`src/hsss_map.vh`:
```
// Constants for the sample and sleep sequencer
`ifndef HSSS_MAP_VH
`define HSSS_MAP_VH
// ****************************************
// Timing
// ****************************************
`define HSSS_CLK_PERIOD_NS   25
`define HSSS_TICK_NS         10000
`define HSSS_TICK_CYC        (`HSSS_TICK_NS / `HSSS_CLK_PERIOD_NS)
`define HSSS_TICK_CNT_W      9
`define HSSS_EN_MIN_TICKS    2
`define HSSS_AWAKE_TICKS     12
`define HSSS_PULSE_TICKS     14
`define HSSS_AUTO_TICKS      16
`define HSSS_PH_CNT_W        5
`define HSSS_CODE_W          8
// ****************************************
// States
// ****************************************
`define HSSS_ST_SLEEP        2'h0
`define HSSS_ST_AWAKE        2'h1
`define HSSS_ST_REST         2'h2
`endif

```
`src/hsss_sequencer.v`:
```
// Sample and sleep sequencer for a linear field sensor
// Contract
// (RL1) All phases are timed in whole ticks of a free-running 10 us tick.
// (RL2) Controller holds wake high at least two ticks to start a sample.
// (RL3) After trigger the awake phase lasts twelve ticks.
// (RL4) Pulsed cycle spans fourteen ticks; controller pulses no faster.
// (RL5) Wake held high samples repeatedly, sixteen ticks per cycle.
// (RL6) During sleep the output holds the last completed conversion.
// (RL7) Output becomes valid one sample cycle after wake first goes high.
// (RL8) Wake low keeps the device asleep with no new conversions.
// (RL9) Each conversion yields an 8-bit output code.
// (RL10) Wake rise is sampled on the tick before counting the awake phase.
`timescale 1ns/100ps
`include "hsss_map.vh"
module hsss_sequencer #(
    parameter CODE_W   = `HSSS_CODE_W,
    parameter TICK_CYC = `HSSS_TICK_CYC
) (
    input  wire              clk_sys_i,
    input  wire              rstn_i,
    input  wire              wake_i,
    input  wire [CODE_W-1:0] adc_code_i,
    output reg  [CODE_W-1:0] dac_code_o,
    output reg               out_valid_o,
    output reg               awake_o,
    output reg               sample_o
);
// ****************************************
// Reset release
// ****************************************
reg rst_meta_r;
reg rst_sync_r;
always @(posedge clk_sys_i or negedge rstn_i) begin
    if (!rstn_i) begin
        rst_meta_r <= 1'b0;
        rst_sync_r <= 1'b0;
    end else begin
        rst_meta_r <= 1'b1;
        rst_sync_r <= rst_meta_r;
    end
end
// ****************************************
// Internal tick
// ****************************************
reg [`HSSS_TICK_CNT_W-1:0]  tick_cnt_r;
reg [`HSSS_TICK_CNT_W-1:0]  tick_cnt_nxt;
reg                         tick_r;
reg                         tick_nxt;
wire [`HSSS_TICK_CNT_W-1:0] tick_last = TICK_CYC[`HSSS_TICK_CNT_W-1:0] - 9'h001;

always @* begin
    if (tick_cnt_r == tick_last) begin
        tick_cnt_nxt = {`HSSS_TICK_CNT_W{1'b0}}; // [RL1]
        tick_nxt     = 1'b1;
    end else begin
        tick_cnt_nxt = tick_cnt_r + 9'h001;
        tick_nxt     = 1'b0;
    end
end

always @(posedge clk_sys_i or negedge rst_sync_r) begin
    if (!rst_sync_r) begin
        tick_cnt_r <= {`HSSS_TICK_CNT_W{1'b0}};
        tick_r     <= 1'b0;
    end else begin
        tick_cnt_r <= tick_cnt_nxt;
        tick_r     <= tick_nxt;
    end
end

// ****************************************
// Wake sampling
// ****************************************
reg                      wake_tk_r;
reg                      wake_tk_nxt;
reg [`HSSS_PH_CNT_W-1:0] hi_ticks_r;
reg [`HSSS_PH_CNT_W-1:0] hi_ticks_nxt;

always @* begin
    wake_tk_nxt  = wake_tk_r;
    hi_ticks_nxt = hi_ticks_r;
    if (tick_r) begin
        wake_tk_nxt = wake_i; // [RL10]
        if (!wake_i)
            hi_ticks_nxt = 5'h00;
        else if (hi_ticks_r != 5'h1F)
            hi_ticks_nxt = hi_ticks_r + 5'h01;
    end
end

always @(posedge clk_sys_i or negedge rst_sync_r) begin
    if (!rst_sync_r) begin
        wake_tk_r  <= 1'b0;
        hi_ticks_r <= 5'h00;
    end else begin
        wake_tk_r  <= wake_tk_nxt;
        hi_ticks_r <= hi_ticks_nxt;
    end
end

// Wake high for the least pulse width, seen on the tick
wire wake_ok = wake_i && (hi_ticks_r >= `HSSS_EN_MIN_TICKS - 1); // [RL2] [RL10]

// ****************************************
// Phase sequencer, next state
// ****************************************
reg [1:0]                state_r;
reg [1:0]                state_nxt;
reg [`HSSS_PH_CNT_W-1:0] ph_cnt_r;
reg [`HSSS_PH_CNT_W-1:0] ph_cnt_nxt;
reg                      auto_r;
reg                      auto_nxt;
reg [CODE_W-1:0]         code_nxt;
reg                      valid_nxt;
reg                      awake_nxt;
reg                      sample_nxt;

always @* begin
    state_nxt  = state_r;
    ph_cnt_nxt = ph_cnt_r;
    auto_nxt   = auto_r;
    code_nxt   = dac_code_o;
    valid_nxt  = out_valid_o;
    awake_nxt  = awake_o;
    sample_nxt = 1'b0;
    if (tick_r) begin
        case (state_r)
            `HSSS_ST_SLEEP: begin
                if (wake_ok && wake_tk_r) begin // [RL8]
                    state_nxt  = `HSSS_ST_AWAKE;
                    ph_cnt_nxt = 5'h01;
                    auto_nxt   = 1'b0;
                    awake_nxt  = 1'b1;
                end
            end
            `HSSS_ST_AWAKE: begin
                if (!wake_i)
                    auto_nxt = 1'b0;
                else if (ph_cnt_r == 5'h01)
                    auto_nxt = 1'b1;
                ph_cnt_nxt = ph_cnt_r + 5'h01;
                if (ph_cnt_r == `HSSS_AWAKE_TICKS) begin // [RL3]
                    code_nxt   = adc_code_i; // [RL9]
                    sample_nxt = 1'b1;
                    valid_nxt  = 1'b1; // [RL7]
                    awake_nxt  = 1'b0;
                    state_nxt  = `HSSS_ST_REST;
                end
            end
            `HSSS_ST_REST: begin
                // Auto-run holds wake high the whole cycle
                if (wake_i && auto_r) begin
                    if (ph_cnt_r == `HSSS_AUTO_TICKS) begin // [RL5]
                        state_nxt  = `HSSS_ST_AWAKE;
                        ph_cnt_nxt = 5'h01;
                        awake_nxt  = 1'b1;
                    end else begin
                        ph_cnt_nxt = ph_cnt_r + 5'h01;
                    end
                end else if (ph_cnt_r >= `HSSS_PULSE_TICKS) begin // [RL4]
                    state_nxt  = `HSSS_ST_SLEEP;
                    ph_cnt_nxt = 5'h00;
                    auto_nxt   = 1'b0;
                end else begin
                    auto_nxt   = 1'b0;
                    ph_cnt_nxt = ph_cnt_r + 5'h01;
                end
            end
            default: begin
                state_nxt = `HSSS_ST_SLEEP;
                awake_nxt = 1'b0;
            end
        endcase
    end
end

// ****************************************
// Phase sequencer, registers
// ****************************************
// Output code changes only at end of conversion, held through sleep [RL6]
always @(posedge clk_sys_i or negedge rst_sync_r) begin
    if (!rst_sync_r) begin
        state_r     <= `HSSS_ST_SLEEP;
        ph_cnt_r    <= 5'h00;
        auto_r      <= 1'b0;
        dac_code_o  <= {CODE_W{1'b0}};
        out_valid_o <= 1'b0;
        awake_o     <= 1'b0;
        sample_o    <= 1'b0;
    end else begin
        state_r     <= state_nxt;
        ph_cnt_r    <= ph_cnt_nxt;
        auto_r      <= auto_nxt;
        dac_code_o  <= code_nxt; // [RL6]
        out_valid_o <= valid_nxt;
        awake_o     <= awake_nxt;
        sample_o    <= sample_nxt;
    end
end

endmodule // hsss_sequencer

```
`config.mk`:
```
export PLATFORM = sky130hd
export DESIGN_NAME = hsss_sequencer
export DESIGN_NICKNAME = d
export VERILOG_FILES = /design/src/hsss_sequencer.v
export VERILOG_INCLUDE_DIRS = /design/src
export SDC_FILE = /design/constraint.sdc
export NUM_CORES = 1
export LEC_CHECK = 0
export ABC_CLOCK_PERIOD_IN_PS = 2500
export BUFFER_PORTS_ARGS = -buffer_cell sky130_fd_sc_hd__buf_2
export CAP_MARGIN = 20
export CORE_MARGIN = 1.5
export CORE_UTILIZATION = 30
export DETAILED_ROUTE_END_ITERATION = 8
export GPL_TIMING_DRIVEN = 0
export PLACE_DENSITY_LB_ADDON = 0.3
export SLEW_MARGIN = 10
export SYNTH_ARGS = -nofsm -noshare
export SYNTH_HDL_FRONTEND = slang
export SYNTH_SLANG_ARGS = --single-unit
```
`constraint.sdc`:
```
create_clock -name clk_sys_i -period 2.5 [get_ports clk_sys_i]
set_input_delay 0.375 -clock clk_sys_i [delete_from_list [all_inputs] [get_ports clk_sys_i]]
set_output_delay 0.375 -clock clk_sys_i [all_outputs]
set_load 0.005 [all_outputs]
```
==> flow_summary.yaml <==
status:
  status: "finished clean"
worst_setup_path:
  worstPathMaxFanout: 5
  critical_path_depth: 7
  cpMaxStageDelayCell: "dfrtp_1"
  crit_required_ns: 2.67
  cp-start-kind: "register"
  crit_buf_inv: 1
  reg2regPathDepth: 7
  path_class: "register to register"
  path_delay_family: "compound AO/OA/AOI/OAI gates"
  cpPeakStageDelay_ns: 0.42
  arrival_ns: 2.33
  crit_path_end_kind: "register"
  crit_chain: "inv_1 -> ha_1 -> and3_1 -> a31o_2 -> a31oi_1 -> o21ai_0 -> mux2_2"
grt:
  grt_pass1_vias: 1331
  antenna_found_initial: 0
  overflow: 0
  grt_pass1_wl_um: 5775
  grtUsageTotal: 0.1129
  grt_max_degree: 36
floorplanning:
  dieArea_um2: 6717
  fp.dieW_um: 81.96
  pin_count: 22
  initial_utilization: 0.3141
  rows: 28
  core_um2: 5956
  die_y_um: 81.96
synthesis:
  synth_enable_flop_cells: 0
  async_flop_share: 1.000
  ys_seq_elements: 37
  ys_types: 44
  yosysSeqAreaShare: 0.4950
  synthCells: 181
  syn_avg_cell_area_um2: 10.33
  synth_area_leaders: "dfrtp_1, ha_1, mux2_2, a21oi_1, nand2_1"
  netlist_area_um2: 1871
  ys.flop_type: "dfrtp_1"
  syn-num-nets: 205
  ys_warn_count: 0
  synth_top_area_frac: 0.4950
  synth.most_common_cell: "dfrtp_1"
  synthTopCellsByCount: "dfrtp_1, nand2_1, a21oi_1, nor2_1"
  yosysTopAreaCell: "dfrtp_1"
job:
  drv_cap: 0
power_and_ir_drop:
  vdd_drop_max_uv: 311.9
  power_mw: 1.051
  power_density_nw_per_um2: 484.2
  p_leak_nw: 1.062
placed_design:
  io_buffers: 21
  routabilityCongestion: 0.8033
  dp_hpwl_um: 2357
drt:
  vias: 1378
  viasPerCell: 4.818
  drtIter0Drc: 66
  wl_um: 3303
  avgRoutedWirePerCell_um: 11.55
  detail-route-antenna-nets: 0
  remaining_drc_errors: 0
  drt_first_pass_iters: 5
sta:
  fmax_mhz: 463.1
  fin_crit_sh: 0.8638
  finClkSkew_ns: 0.008428
  slew_headroom: 0.4965
  finalMaxSlewViolations: 0
  fin_setup_tns_ns: 0
  finalHoldViolCount: 0
  post-route-min-period_ns: 2.160
  grt_setup_unrepaired: "no"
  tightest_slew_ns: 0.7553
  finalSetupViolCount: 0
layout:
  drive_gt1_frac: 0.2275
  areaGrowthSynthToFinish_pct: 16.05
  antenna_cells: 0
  nNetsFinal: 234
clock_network:
  h-tree-depth: 2
  clock-root-buffer: "clkbuf_8"
  clk_pin_slew_ns: 0.07
  cts_setup_buffers: 0
  clock_sinks: 37
  cts_buffers: 5
  clk_latency_ns: 0.29
  clk_path_buf_depth: 2
  tritoncts: "yes"
min_path:
  hold_path_depth: 2
  hold_path.class: "input pin to register"
[state kept, by name (all words and copies together), names as in the netlist]
signal and count:
tick_cnt_r 9, dac_code_o 8, hi_ticks_r 5, ph_cnt_r 5
state_r 2, auto_r 1, awake_o 1, out_valid_o 1
rst_meta_r 1, rst_sync_r 1, sample_o 1, tick_r 1
wake_tk_r 1
[final timing paths]
kind                                             end  slack, ns                   start
min in group asynchronous  hi_ticks_r[4]$_DFFE_PN0P_       0.34    rst_sync_r$_DFF_PN0_
max reg2reg                  ph_cnt_r[2]$_DFFE_PN0P_       0.34  state_r[0]$_DFFE_PN0P_
min reg2reg                hi_ticks_r[4]$_DFFE_PN0P_       0.34    rst_sync_r$_DFF_PN0_
max                          ph_cnt_r[2]$_DFFE_PN0P_       0.34  state_r[0]$_DFFE_PN0P_
min                        dac_code_o[4]$_DFFE_PN0P_       0.32           adc_code_i[4]
max in group asynchronous    out_valid_o$_DFFE_PN0P_       1.67    rst_sync_r$_DFF_PN0_
[routing by layer]
layer | up-vias | global-route usage | routed length, µm
li1 | 691 | - | -
met1 | 650 | 0.1435 | 1597
met2 | 31 | 0.1754 | 1514
met3 | 6 | 0.03667 | 135
met4 | 0 | 0.04746 | 56
met5 | - | 0 | 0
[cells in the final DEF (no fill, tap or decap), types with 3 or more instances in the layout]
master    instances
xor2_1            4
mux2_2            9
o21ai_0           4
clkbuf_8          6
nor2_1           14
buf_2            22
nand2_1          17
ha_1             13
nand3_1          10
clkbuf_1          4
o22ai_1           3
a21oi_1          14
dfrtp_1          36
inv_1            13
[metrics by stage]
stage | instances | util | worst slack [ns] | cell area [µm²] | hold WS (ns)
2_1_floorplan | 181 | - | 0.5247 | 1871 | 0.07941
3_3_place_gp | 277 | 0.3475 | 0.3590 | 2069 | 0.1604
3_5_place_dp | 277 | 0.3477 | 0.3624 | 2071 | 0.1625
4_1_cts | 286 | 0.3645 | 0.3327 | 2171 | 0.3100
5_1_grt | 286 | 0.3645 | 0.1220 | 2171 | 0.3068
6_report | 286 | 0.3645 | 0.3404 | 2171 | 0.3190
[area by class of cell]
cell class / count / area, µm²
Fill cell: 622 / 3785
Multi-Input combinational cell: 127 / 872.1
Inverter: 13 / 48.80
Sequential cell: 37 / 927.1
Tap cell: 75 / 93.84
Buffer: 4 / 23.77
Timing Repair Buffer: 22 / 115.1
Clock buffer: 8 / 90.09
[kinds of logic (layout without fill, tap and decap cells)]
logic type,after synthesis,after routing,synth area share
and+or+nand+nor,61,61,0.1646
DFF,37,37,0.4950
AOI/OAI and AO/OA,36,36,0.1244
buffers and inverters,17,47,0.03880
adders and majority gates,13,13,0.08696
muxes,11,11,0.06488
xor gates and xnor gates,5,5,0.02341
other,1,1,0.002005
[what timing repair did]
action | 4_1_cts | 5_1_grt
hold buffers | 1 | 0
hold endpoints to repair | 2 | 0
gates resized for setup | 0 | 0
[report_power, final]
part	switching (mW)	internal, mW
Sequential	0.0107	0.600
Clock	0.202	0.225
Combinational	0.00607	0.00788
Total	0.219	0.833
(Power assumes the default switching activity.)
